===== config.mk =====
export PLATFORM = sky130hd
export DESIGN_NAME = brs_top
export DESIGN_NICKNAME = d
export VERILOG_FILES = /design/src/hw/brs_pkg.sv /design/src/hw/brs_sync.sv /design/src/hw/brs_ref_slew.sv /design/src/hw/brs_top.sv
export SDC_FILE = /design/constraint.sdc
export NUM_CORES = 1
export LEC_CHECK = 0
export CAP_MARGIN = 15
export CORE_ASPECT_RATIO = 1.5
export CORE_UTILIZATION = 60
export DETAILED_ROUTE_END_ITERATION = 12
export DONT_BUFFER_PORTS = 1
export PLACE_DENSITY = 0.79
export SLEW_MARGIN = 20
export SYNTH_ARGS = -nofsm -noshare
export SYNTH_HDL_FRONTEND = slang
export SYNTH_HIERARCHICAL = 1
export SYNTH_SLANG_ARGS = --single-unit

===== constraint.sdc =====
create_clock -name clk_sys -period 6 [get_ports clk_sys]
set_input_delay 0.6 -clock clk_sys [delete_from_list [all_inputs] [get_ports clk_sys]]
set_output_delay 0.6 -clock clk_sys [all_outputs]
set_load 0.05 [all_outputs]

===== src/hw/brs_pkg.sv =====
// shared constants and types for the regulator sequencer
package brs_pkg;
   // clock and timing
   localparam int CLK_MHZ        = 200;
   localparam int BIAS_NS        = 2000;
   localparam int BIAS_CYC       = (BIAS_NS * CLK_MHZ) / 1000;
   localparam int BLANK_NS       = 360;
   localparam int BLANK_CYC      = (BLANK_NS * CLK_MHZ + 999) / 1000;
   localparam int SLEW_BASE_NS   = 1000;
   localparam int SLEW_BASE_CYC  = (SLEW_BASE_NS * CLK_MHZ) / 1000;
   localparam int PG_DELAY_MS    = 45;
   localparam int PG_DELAY_CYC   = PG_DELAY_MS * CLK_MHZ * 1000;
   localparam int HICCUP_US      = 1200;
   localparam int HICCUP_CYC     = HICCUP_US * CLK_MHZ;
   localparam int TIMER_W        = 24;
   localparam int BLANK_W        = 7;
   localparam int SLEW_CNT_W     = 11;
   // levels in units of 0.1 mV
   localparam int LVL_W          = 14;
   localparam int CODE_W         = 7;
   localparam logic [13:0] REF_BASE = 14'h1770;
   localparam logic [13:0] REF_STEP = 14'h002f;
   // thresholds in tenths of the reference
   localparam logic [17:0] TENTHS     = 18'h0000a;
   localparam logic [17:0] TRIP_TEN   = 18'h00008;
   localparam logic [17:0] OK_LO_TEN  = 18'h00009;
   localparam logic [17:0] OK_HI_TEN  = 18'h0000b;
   // register byte offsets
   localparam int ADDR_W         = 8;
   localparam logic [7:0] OFS_CTRL     = 8'h00;
   localparam logic [7:0] OFS_REF      = 8'h04;
   localparam logic [7:0] OFS_STATUS   = 8'h08;
   localparam logic [7:0] OFS_IRQ_STAT = 8'h0c;
   localparam logic [7:0] OFS_IRQ_CLR  = 8'h10;
   localparam logic [7:0] OFS_IRQ_EN   = 8'h14;
   // control fields
   localparam int CTRL_EN        = 0;
   localparam int CTRL_PSM       = 1;
   localparam int CTRL_OVP       = 2;
   localparam int CTRL_UVONLY    = 3;
   localparam int CTRL_SLEW      = 4;
   localparam logic [5:0] CTRL_RST = 6'h03;
   localparam logic [6:0] REF_CODE_RST = 7'h40;
   // status fields
   localparam int STAT_ST        = 16;
   localparam int STAT_OK        = 20;
   // event bits
   localparam int EV_W           = 5;
   localparam int EV_OCP         = 0;
   localparam int EV_HICCUP      = 1;
   localparam int EV_OK_RISE     = 2;
   localparam int EV_OK_FALL     = 3;
   localparam int EV_OVP         = 4;
   // sequencer states
   typedef enum logic [2:0] {
      ST_OFF    = 3'b000,
      ST_BIAS   = 3'b001,
      ST_RAMP   = 3'b011,
      ST_RUN    = 3'b010,
      ST_HICCUP = 3'b110
   } brs_state_t;
endpackage


===== src/hw/brs_sync.sv =====
// two-flop synchroniser for a group of pin levels
`timescale 1ns/10ps
module brs_sync #(
   parameter int W = 1
) (
   // clock and reset
   input  wire logic         clk_sys,
   input  wire logic         rst,
   // levels
   input  wire logic [W-1:0] din,
   output logic      [W-1:0] dout
);
   typedef struct packed {
      logic [W-1:0] s1;
      logic [W-1:0] s2;
   } brs_sync_t;

   brs_sync_t r;
   brs_sync_t next_r;

   always_comb begin
      next_r    = r;
      next_r.s1 = din;
      next_r.s2 = r.s1;
   end

   always_ff @(posedge clk_sys) begin
      if (rst) begin
         r <= '0;
      end else begin
         r <= next_r;
      end
   end

   assign dout = r.s2;
endmodule


===== src/hw/brs_ref_slew.sv =====
// reference level stepper with selectable slew
`timescale 1ns/10ps
module brs_ref_slew (
   // clock and reset
   input  wire logic        clk_sys,
   input  wire logic        rst,
   // control
   input  wire logic        restart,
   input  wire logic [1:0]  slew_sel,
   input  wire logic [13:0] target,
   // level
   output logic      [13:0] ref_now,
   output logic             at_target
);
   typedef struct packed {
      logic [10:0] cnt;
      logic [13:0] lvl;
   } brs_slew_t;

   brs_slew_t   r;
   brs_slew_t   next_r;
   logic [10:0] period;
   logic        step;

   always_comb begin
      next_r = r;
      period = 11'(brs_pkg::SLEW_BASE_CYC) << slew_sel;
      step   = (r.cnt == period - 11'h001);
      if (restart) begin
         next_r.cnt = '0;
         next_r.lvl = '0;
      end else begin
         next_r.cnt = step ? '0 : r.cnt + 11'h001;
         if (step && r.lvl < target) begin
            next_r.lvl = (target - r.lvl > brs_pkg::REF_STEP) ?
                         r.lvl + brs_pkg::REF_STEP : target;
         end else if (step && r.lvl > target) begin
            next_r.lvl = (r.lvl - target > brs_pkg::REF_STEP) ?
                         r.lvl - brs_pkg::REF_STEP : target;
         end
      end
   end

   always_ff @(posedge clk_sys) begin
      if (rst) begin
         r <= '0;
      end else begin
         r <= next_r;
      end
   end

   assign ref_now   = r.lvl;
   assign at_target = (r.lvl == target);
endmodule


===== src/hw/brs_top.sv =====
// regulator sequencer: enable, soft start, switch drive, faults, registers
// Functional notes
// - reference is 0.6 V plus code times 4.7 mV
// - feedback below reference: high side on, else low
// - light-load mode skips low side at zero current
// - host sets enable, mode, slew, overvoltage protection
// - output-ok watches under and over, or under only
// - active only with enable pin and supply good
// - after bias settles, reference ramps from zero
// - output-ok low in ramp, then 45 ms delay
// - ramp always runs in light-load mode
// - peak current trip blanks high side 360 ns
// - feedback low: both off 1.2 ms, restart ramp
// - no feedback-low detection during startup
// - feedback-low trip is 80 percent of reference
`timescale 1ns/10ps
module brs_top #(
   parameter int         PG_DELAY_CYC = brs_pkg::PG_DELAY_CYC,
   parameter int         HICCUP_CYC   = brs_pkg::HICCUP_CYC,
   parameter logic [6:0] REF_CODE_RST = brs_pkg::REF_CODE_RST
) (
   // clock and reset
   input  wire logic        clk_sys,
   input  wire logic        rst,
   // avalon-mm slave
   input  wire logic [7:0]  avs_address,
   input  wire logic        avs_read,
   input  wire logic        avs_write,
   input  wire logic [31:0] avs_writedata,
   output logic      [31:0] avs_readdata,
   output logic             avs_waitrequest,
   // pins and comparators
   input  wire logic        enable_pin,
   input  wire logic        power_input_supply_ok,
   input  wire logic        peak_current_limit,
   input  wire logic        zero_current,
   input  wire logic        vin_overvoltage,
   // on-chip feedback converter, 0.1 mV units
   input  wire logic [13:0] feedback_input,
   // power stage and flags
   output logic             hs_on,
   output logic             ls_on,
   output logic             output_ok_flag,
   output logic             irq
);
   typedef struct packed {
      brs_pkg::brs_state_t st;
      logic [5:0]          ctrl;
      logic [6:0]          ref_code;
      logic [4:0]          irq_stat;
      logic [4:0]          irq_en;
      logic                wreq;
      logic [31:0]         rdata;
      logic [23:0]         timer;
      logic [23:0]         pg_cnt;
      logic [6:0]          blank;
      logic                oc_prev;
      logic                hs;
      logic                ls;
      logic                ok;
      logic                irq;
   } brs_top_t;

   brs_top_t    r;
   brs_top_t    next_r;
   logic [4:0]  pins;
   logic        en_s;
   logic        sup_s;
   logic        oc_s;
   logic        zc_s;
   logic        ovp_s;
   logic [13:0] target;
   logic [13:0] ref_now;
   logic        at_target;
   logic        restart;
   logic        live;
   logic        active;
   logic        light;
   logic        below;
   logic        uv_trip;
   logic        pg_ok;
   logic        oc_rise;
   logic        wr_ok;
   logic [17:0] fb10;
   logic [17:0] ref18;
   logic [4:0]  ev;
   logic [4:0]  clr;

   ////////////////////////////////////////////////////////////////////////
   // pin synchronisers and reference stepper
   brs_sync #(
      .W (5)
   ) u_sync (
      .clk_sys (clk_sys),
      .rst     (rst),
      .din     ({enable_pin, power_input_supply_ok, peak_current_limit,
                 zero_current, vin_overvoltage}),
      .dout    (pins)
   );

   assign {en_s, sup_s, oc_s, zc_s, ovp_s} = pins;

   assign target  = brs_pkg::REF_BASE +
                    14'(r.ref_code) * brs_pkg::REF_STEP;
   assign restart = (r.st == brs_pkg::ST_OFF) ||
                    (r.st == brs_pkg::ST_BIAS) ||
                    (r.st == brs_pkg::ST_HICCUP);

   brs_ref_slew u_slew (
      .clk_sys   (clk_sys),
      .rst       (rst),
      .restart   (restart),
      .slew_sel  (r.ctrl[brs_pkg::CTRL_SLEW +: 2]),
      .target    (target),
      .ref_now   (ref_now),
      .at_target (at_target)
   );

   ////////////////////////////////////////////////////////////////////////
   // next-state logic
   always_comb begin
      next_r  = r;
      ev      = '0;
      clr     = '0;
      fb10    = 18'(feedback_input) * brs_pkg::TENTHS;
      ref18   = 18'(ref_now);
      live    = en_s && sup_s && r.ctrl[brs_pkg::CTRL_EN] &&
                !(r.ctrl[brs_pkg::CTRL_OVP] && ovp_s);
      active  = (r.st == brs_pkg::ST_RAMP) || (r.st == brs_pkg::ST_RUN);
      light   = r.ctrl[brs_pkg::CTRL_PSM] ||
                (r.st == brs_pkg::ST_RAMP);
      below   = feedback_input < ref_now;
      uv_trip = fb10 < ref18 * brs_pkg::TRIP_TEN;
      pg_ok   = (fb10 >= ref18 * brs_pkg::OK_LO_TEN) &&
                (r.ctrl[brs_pkg::CTRL_UVONLY] ||
                 fb10 <= ref18 * brs_pkg::OK_HI_TEN);
      oc_rise = oc_s && !r.oc_prev;
      wr_ok   = avs_write && !r.wreq;
      next_r.oc_prev = oc_s;

      // peak current blanking
      if (active && oc_rise) begin
         next_r.blank = 7'(brs_pkg::BLANK_CYC);
         ev[brs_pkg::EV_OCP] = 1'b1;
      end else if (r.blank != '0) begin
         next_r.blank = r.blank - 7'h01;
      end

      // sequencer
      unique case (r.st)
         brs_pkg::ST_OFF: begin
            next_r.timer = '0;
            if (live) begin
               next_r.st = brs_pkg::ST_BIAS;
            end
         end
         brs_pkg::ST_BIAS: begin
            next_r.timer = r.timer + 24'h000001;
            if (r.timer == 24'(brs_pkg::BIAS_CYC - 1)) begin
               next_r.st = brs_pkg::ST_RAMP;
            end
         end
         brs_pkg::ST_RAMP: begin
            next_r.timer = '0;
            if (at_target) begin
               next_r.st = brs_pkg::ST_RUN;
            end
         end
         brs_pkg::ST_RUN: begin
            if (uv_trip) begin
               next_r.st    = brs_pkg::ST_HICCUP;
               next_r.timer = '0;
               ev[brs_pkg::EV_HICCUP] = 1'b1;
            end
         end
         brs_pkg::ST_HICCUP: begin
            next_r.timer = r.timer + 24'h000001;
            if (r.timer == 24'(HICCUP_CYC - 1)) begin
               next_r.st = brs_pkg::ST_RAMP;
            end
         end
         default: begin
            next_r.st = brs_pkg::ST_OFF;
         end
      endcase
      if (!live) begin
         next_r.st = brs_pkg::ST_OFF;
      end
      if (active && r.ctrl[brs_pkg::CTRL_OVP] && ovp_s) begin
         ev[brs_pkg::EV_OVP] = 1'b1;
      end

      // switch drive
      next_r.hs = 1'b0;
      next_r.ls = 1'b0;
      if (active && live && !(r.st == brs_pkg::ST_RUN && uv_trip)) begin
         if (below) begin
            next_r.hs = (r.blank == '0) && !oc_rise;
         end else begin
            next_r.ls = !(light && zc_s);
         end
      end

      // output-ok with delay
      if (live && r.st == brs_pkg::ST_RUN && !uv_trip && pg_ok) begin
         if (r.pg_cnt == 24'(PG_DELAY_CYC - 1)) begin
            next_r.ok = 1'b1;
         end else begin
            next_r.pg_cnt = r.pg_cnt + 24'h000001;
         end
      end else begin
         next_r.pg_cnt = '0;
         next_r.ok     = 1'b0;
      end
      ev[brs_pkg::EV_OK_RISE] = next_r.ok && !r.ok;
      ev[brs_pkg::EV_OK_FALL] = !next_r.ok && r.ok;

      // register writes
      if (wr_ok) begin
         unique case (avs_address)
            brs_pkg::OFS_CTRL:
               next_r.ctrl = avs_writedata[5:0];
            brs_pkg::OFS_REF:
               next_r.ref_code = avs_writedata[6:0];
            brs_pkg::OFS_IRQ_CLR:
               clr = avs_writedata[4:0];
            brs_pkg::OFS_IRQ_EN:
               next_r.irq_en = avs_writedata[4:0];
            default: begin
            end
         endcase
      end
      next_r.irq_stat = (r.irq_stat & ~clr) | ev;
      next_r.irq      = |(next_r.irq_stat & next_r.irq_en);

      // bus answer one cycle after the request
      if ((avs_read || avs_write) && r.wreq) begin
         next_r.wreq  = 1'b0;
         next_r.rdata = '0;
         unique case (avs_address)
            brs_pkg::OFS_CTRL:     next_r.rdata[5:0] = r.ctrl;
            brs_pkg::OFS_REF:      next_r.rdata[6:0] = r.ref_code;
            brs_pkg::OFS_STATUS: begin
               next_r.rdata[13:0] = ref_now;
               next_r.rdata[brs_pkg::STAT_ST +: 3] = r.st;
               next_r.rdata[brs_pkg::STAT_OK] = r.ok;
            end
            brs_pkg::OFS_IRQ_STAT: next_r.rdata[4:0] = r.irq_stat;
            brs_pkg::OFS_IRQ_EN:   next_r.rdata[4:0] = r.irq_en;
            default:               next_r.rdata = '0;
         endcase
      end else begin
         next_r.wreq = 1'b1;
      end
   end

   always_ff @(posedge clk_sys) begin
      if (rst) begin
         r          <= '0;
         r.st       <= brs_pkg::ST_OFF;
         r.ctrl     <= brs_pkg::CTRL_RST;
         r.ref_code <= REF_CODE_RST;
         r.wreq     <= 1'b1;
      end else begin
         r <= next_r;
      end
   end

   assign avs_readdata    = r.rdata;
   assign avs_waitrequest = r.wreq;
   assign hs_on           = r.hs;
   assign ls_on           = r.ls;
   assign output_ok_flag  = r.ok;
   assign irq             = r.irq;
endmodule


==> impl_metrics.py, run 1 <==
metrics = {
    "run_status": {
        "status": "finished, violations left",
        "violations": "negative setup slack",
    },
    "synthesis": {
        "synth-seq-area-share_pct": 20.1,
        "syn_area_mm2": 0.0139,
        "synth_area_leaders": "dfxtp_1 (20%), ha_1 (18%), fa_1 (4.9%)",
        "yosys-top-cells-count": "ha_1 (200), inv_1 (151), nor2_1 (148)",
        "synth-main-ff-cell": "dfxtp_1",
        "synth_warnings": 6,
        "synth_cell_type_count": 94,
        "synth_top_area_cell": "dfxtp_1",
        "synth_seq_cells": 140,
        "synth_edf_count": 0,
        "yosysTopAreaCellShare_pct": 20.1,
        "synth.most_common_cell": "ha_1",
        "synth_area_per_cell_um2": 8.15,
        "synthCells": 1710,
        "synth_async_sr_flop_share_pct": 0,
    },
    "timing": {
        "setup_viol": 13,
        "worstMarginPinSlew_ns": 1.04,
        "setup_slack_ns": -0.100,
        "hold_viol_final": 0,
        "max_freq_mhz": 164,
        "rsz0062_at_grt": "true",
        "relSlewSlack_pct": 30.1,
        "finalMaxSlewViolations": 0,
        "finalCritPeriodShare_pct": 102,
        "finalClockSkew_ns": 0.0168,
        "finalSetupTns_ns": -0.820,
        "min_period_ns": 6.10,
    },
    "grt": {
        "grt_pass1_wl_mm": 63.8,
        "antenna_found_initial": 0,
        "grt_max_degree": 65,
        "grt_usage_pct": 33.8,
        "grt_pass1_vias": 13100,
        "grt_overflow": 0,
    },
    "floorplan": {
        "row_count": 67,
        "die_x_um": 126,
        "die_h_um": 189,
        "die-area_mm2": 0.0239,
        "io_pins": 100,
        "initial_utilization_pct": 61.8,
        "core_mm2": 0.0226,
    },
    "hold_path": {
        "hold_start": "rst",
        "hp-class": "in -> reg",
    },
    "pwr": {
        "power_uw": 2480,
        "powerDensity_mw_per_mm2": 160,
        "p_leak_uw": 0.00677,
        "peakVddDrop_uv": 166,
    },
    "final_layout": {
        "final_nets": 2055,
        "finish.utilization_pct": 68.9,
        "fin_cells": 2047,
        "areaGrowthSynthToFinish_pct": 11.5,
        "drive_above_1_share_pct": 13.8,
        "antennaDiodeCount": 0,
    },
    "placement": {
        "hpwlAfterDp_mm": 30.6,
        "post-place-ws_ns": -0.208,
        "dp_cells": 2001,
        "io_buffers": 0,
        "routabilityCongestion": 0.981,
    },
    "clock_network": {
        "cts_tree": "built",
        "htreeDepth": 4,
        "cts_hold_buf": 0,
        "cts_sinks": 140,
        "clock_latency_ns": 0.43,
        "cts_buffers": 17,
        "cts.path.max_buffers": 2,
        "clk_pin_slew_ns": 0.06,
        "clock-root-buffer": "clkbuf_16",
    },
    "routing": {
        "wl_mm": 39.9,
        "postRouteAntennaNets": 0,
        "drtIter0Drc": 908,
        "firstDrtPassIters": 5,
        "drc_errors": 0,
        "vias": 13100,
        "avgViaCountPerCell": 6.42,
        "wl_per_cell_um": 19.5,
    },
    "critical_path": {
        "critPathKind": "reg -> reg",
        "setup.worst_path.start_class": "flip-flop",
        "crit_fanout": 6,
        "timing.rr.start": "r[107]",
        "critPathSlowestCell": "fa_1",
        "cp.buffers_inverters": 7,
        "timing.critical_path.from": "r[107]",
        "slowest_delay_ns": 0.57,
        "end_kind": "flip-flop",
        "cp.arrival_ns": 6.45,
        "crit_required_ns": 6.35,
        "cp_top_family": "adder cells",
    },
    "flow_run": {
        "maxCapViolCount": 0,
    },
}
## per-layer routing
layer  global-route usage (%)  vias up  part of all wire (%)
met2                     62.7      550                    52
met3                     5.54      211                   5.4
met4                     26.6        0                   7.8
met5                        0        -                     0
met1                     32.8     6238                    35
li1                         -     6142                     -
## power by group
group | switching, µW | leakage, µW | internal (µW)
logic | 273 | 0.00537 | 193
clock network | 447 | 0.000272 | 593
registers | 28.6 | 0.00113 | 950
## cells in the final DEF (no fill, tap or decap), types with 29 or more instances in the layout
| cell | Yosys | final |
|---|---|---|
| ha_1 | 200 | 193 |
| inv_1 | 151 | 147 |
| nor2_1 | 148 | 141 |
| dfxtp_1 | 140 | 137 |
| a21oi_1 | 122 | 110 |
| buf_4 | 50 | 104 |
| nand2_1 | 85 | 83 |
| nand3_1 | 66 | 66 |
| o21ai_0 | 69 | 59 |
| xnor2_1 | 58 | 54 |
| xor2_1 | 41 | 41 |
| nor3_1 | 39 | 38 |
| and3_1 | 32 | 32 |
| fa_1 | 34 | 32 |
| nor2b_1 | 31 | 31 |
| a21o_1 | 29 | 29 |
| mux2i_1 | 29 | 29 |
## state kept, by name, indices dropped and copies added, names as in the netlist, 5 cells and up, named ones only
signal	count
u_sync/next_r	5
u_sync/dout	5
r	81
avs_readdata	18
u_slew/r	11
u_slew/ref_now	14
## area by class of cell
cell class | instances | area (µm²)
clock buffers | 20 | 447
inverters | 151 | 569
flip-flops and latches | 140 | 2810
repair buffers | 114 | 922
fillers | 1818 | 7010
multi-input cells | 1334 | 10300
well taps | 276 | 345
clock inverters | 12 | 125
## stage by stage
| step | instance area, µm² | hold WS [ns] |
|---|---|---|
| finish | 15500 | 0.251 |
| global route | 15500 | 0.237 |
| CTS | 15300 | 0.233 |
| global placement | 14500 | 0.427 |
| detailed placement | 14500 | 0.426 |
| floorplan | 14000 | 0.414 |
## cells by family (layout without fill, tap and decap cells)
logic type | count (synthesis) | after routing | share of synthesized area [%]
AOI/OAI and AO/OA | 403 | 403 | 19.3
xor gates and xnor gates | 100 | 100 | 6.34
adders and majority gates | 234 | 234 | 22.8
buffers and inverters | 250 | 297 | 8.48
DFF | 140 | 140 | 20.1
muxes | 32 | 32 | 2.32
other | 1 | 14 | 0.0269
and+or+nand+nor | 550 | 551 | 20.5
## timing repair
item,in CTS,in global routing
setup endpoints to repair,14,14
setup buffers,7,4
resized for setup,31,42
pin swaps,26,34
cloned,2,1
## worst paths after layout
check	endpoint	slack, ns	depth (start not counted)
max	u_slew/ref_now[6]	-0.1	28
min	u_sync/next_r[0]	0.25	1
max reg2reg	u_slew/ref_now[6]	-0.1	28
min reg2reg	u_sync/dout[3]	0.44	1
(Power assumes the default switching activity.)
==> run 2, diff against run 1 <==
--- a/config.mk
+++ b/config.mk
@@ -15,4 +15,3 @@
 export SYNTH_ARGS = -nofsm -noshare
 export SYNTH_HDL_FRONTEND = slang
-export SYNTH_HIERARCHICAL = 1
 export SYNTH_SLANG_ARGS = --single-unit
==> constraint.sdc (replaced) <==
create_clock -name clk_sys -period 6 [get_ports clk_sys]
set_input_delay 0.3 -clock clk_sys [delete_from_list [all_inputs] [get_ports clk_sys]]
set_output_delay 0.3 -clock clk_sys [all_outputs]
set_load 0.05 [all_outputs]
==> run 2 against run 1 <==
The run still ends with negative setup slack left. Clock power rose by 4%. Via count fell by 10%. Non-clock buffer count fell by 9. Register-to-register slack improved by 0.07 ns. Utilization rose by 0.96 points. Combinational power fell by 3%. Cell count fell by 5.0%. Power rose by 0.90%. Critical endpoint is now u_slew.ref_now[12]. Largest cell class unchanged. Highest routed layer unchanged.
==> impl_metrics.py, run 2 <==
metrics = {
    "timing": {
        "relSlewSlack_pct": 37.9,
        "setup_slack_ns": -0.0272,
        "max_freq_mhz": 166,
        "rsz0062_at_grt": "true",
        "setup_viol": 3,
        "finalSetupTns_ns": -0.0408,
        "finalCritPeriodShare_pct": 100,
        "min_period_ns": 6.03,
        "finalClockSkew_ns": 0.00852,
        "finalMaxSlewViolations": 0,
        "worstMarginPinSlew_ns": 0.923,
        "hold_viol_final": 0,
    },
    "critical_path": {
        "cp.buffers_inverters": 5,
        "critPathKind": "reg -> reg",
        "critPathSlowestCell": "fa_1",
        "r2r-end": "u_slew.ref_now[12]",
        "cp.arrival_ns": 6.33,
        "timing.critical_path.from": "r[106]",
        "r2r_slack_ns": -0.03,
        "path_depth": 26,
        "cp_top_family": "adder cells",
        "crit_required_ns": 6.31,
        "timing.rr.start": "r[106]",
        "slowest_delay_ns": 0.51,
        "end_kind": "flip-flop",
        "setup.worst_path.start_class": "flip-flop",
        "reg2regPathDepth": 26,
        "endpoint": "u_slew.ref_now[12]",
        "crit_fanout": 7,
    },
    "hold_path": {
        "hp-class": "in -> reg",
    },
    "routing": {
        "drc_errors": 0,
        "firstDrtPassIters": 5,
        "wl_per_cell_um": 18.0,
        "postRouteAntennaNets": 0,
        "avgViaCountPerCell": 6.07,
        "vias": 11800,
        "drtIter0Drc": 692,
        "wl_mm": 34.9,
    },
    "grt": {
        "grt_pass1_vias": 11800,
        "antenna_found_initial": 0,
        "grt_pass1_wl_mm": 56.2,
        "grt_overflow": 0,
        "grt_max_degree": 54,
        "grt_usage_pct": 31.1,
    },
    "clock_network": {
        "cts.path.max_buffers": 2,
        "clock-root-buffer": "clkbuf_16",
        "cts_buffers": 17,
        "clock_latency_ns": 0.43,
        "cts_tree": "built",
        "cts_sinks": 140,
        "htreeDepth": 4,
        "clk_pin_slew_ns": 0.06,
    },
    "placement": {
        "io_buffers": 0,
        "routabilityCongestion": 0.995,
        "hpwlAfterDp_mm": 26.6,
    },
    "synthesis": {
        "synth_area_leaders": "dfxtp_1 (21%), ha_1 (18%), xnor2_1 (5.6%)",
        "yosysTopAreaCellShare_pct": 20.9,
        "synth_async_sr_flop_share_pct": 0,
        "synth_edf_count": 0,
        "synth_seq_cells": 140,
        "synth.most_common_cell": "ha_1",
        "synth_area_per_cell_um2": 8.39,
        "synthCells": 1599,
        "synth_warnings": 0,
        "yosys-top-cells-count": "ha_1 (198), nor2_1 (159), inv_1 (142)",
        "syn_area_mm2": 0.0134,
        "synth-seq-area-share_pct": 20.9,
        "synth_top_area_cell": "dfxtp_1",
        "synth_cell_type_count": 92,
        "synth-main-ff-cell": "dfxtp_1",
    },
    "pwr": {
        "peakVddDrop_uv": 354,
        "p_leak_uw": 0.00649,
        "powerDensity_mw_per_mm2": 165,
    },
    "floorplan": {
        "initial_utilization_pct": 61.5,
        "die_x_um": 124,
        "die_h_um": 185,
        "row_count": 66,
        "io_pins": 100,
        "core_mm2": 0.0218,
        "die-area_mm2": 0.0230,
    },
    "run_status": {
        "violations": "negative setup slack",
        "status": "finished, violations left",
    },
    "final_layout": {
        "final_cell_mix": "ha_1 (185), nor2_1 (159), dfxtp_1 (136)",
        "antennaDiodeCount": 0,
        "final_nets": 1954,
        "areaGrowthSynthToFinish_pct": 13.5,
        "drive_above_1_share_pct": 13.8,
        "largest_reg_flops": 81,
        "finish.utilization_pct": 69.9,
        "mostFrequentLayoutCell": "ha_1",
        "regMostFlops": "r",
    },
    "flow_run": {
        "maxCapViolCount": 0,
    },
}
-- run 2: cell count changes after synthesis, moves of 14 or more --
cell,before,now
xnor2_1,58,86
a21o_1,29,44
or3_1,23,9
nand3_1,66,49
buf_4,50,33
o31ai_1,17,3
a21oi_1,122,97
-- run 2: metal layers --
metal / vias to the layer above / GRT usage, % / share of wire (%)
li1: 5737 / - / -
met1: 5552 / 32.7 / 38
met2: 377 / 56.2 / 51
met3: 133 / 6.07 / 5.6
met4: 0 / 18.1 / 5.4
met5: - / 0 / 0
-- run 2: report_power, final --
group	switching (µW)	total, µW	leakage (µW)	internal [µW]
sequential	28.3	981	0.00113	953
combinational	256	450	0.00507	194
clock	421	1080	0.000287	654
-- run 2: cells by family (layout without fill, tap and decap cells) --
kind of cell | count (synthesis) | in the layout | synth area share [%]
flops | 140 | 140 | 20.9
mux | 49 | 49 | 4.06
simple gates | 492 | 492 | 18.9
buf+inv | 221 | 281 | 7.35
fa+ha+maj | 232 | 232 | 23.5
other cells | 1 | 14 | 0.0280
compound gates | 339 | 339 | 17.1
xor+xnor | 125 | 125 | 8.22
-- run 2: cell type report --
type | count | area (µm²)
multi-input cells | 1251 | 10000
fillers | 1698 | 6570
flip-flops and latches | 140 | 2810
repair buffers | 105 | 896
inverters | 144 | 546
clock buffers | 18 | 429
well taps | 272 | 340
clock inverters | 14 | 168
-- run 2: through the flow --
stage	setup WS, ns	instance area [µm²]	hold slack (ns)	power [µW]	std cells
final	-0.0272	15200	0.0130	2510	1944
after global routing	-0.276	15200	0.00644	2630	1944
after CTS	-0.0604	14900	0.0101	2510	1935
after detailed placement	-0.268	14000	0.374	1430	1887
after global placement	-0.108	14000	0.372	1410	1887
after floorplan	0.000404	13500	0.414	1360	1612
-- run 2: worst min-delay path by stage --
stage	startpoint	endpoint	slack, ns	depth (start not counted)
CTS	avs_writedata[6]	r[109]	0.01	2
global placement	rst	r[4]	0.37	1
floorplan	u_sync.next_r[0]	u_sync.dout[0]	0.41	1
global route	avs_writedata[6]	r[109]	0.006	2
finish	power_input_supply_ok	u_sync.next_r[3]	0.01	1
detailed placement	rst	r[107]	0.37	1
-- run 2: what timing repair did --
action	in CTS	in global routing
gates resized for setup	34	55
endpoints found under the hold margin	55	0
cloned	1	0
pin swaps	41	35
hold buffers	6	0
buffers inserted	9	9
endpoints found under the setup margin	14	42
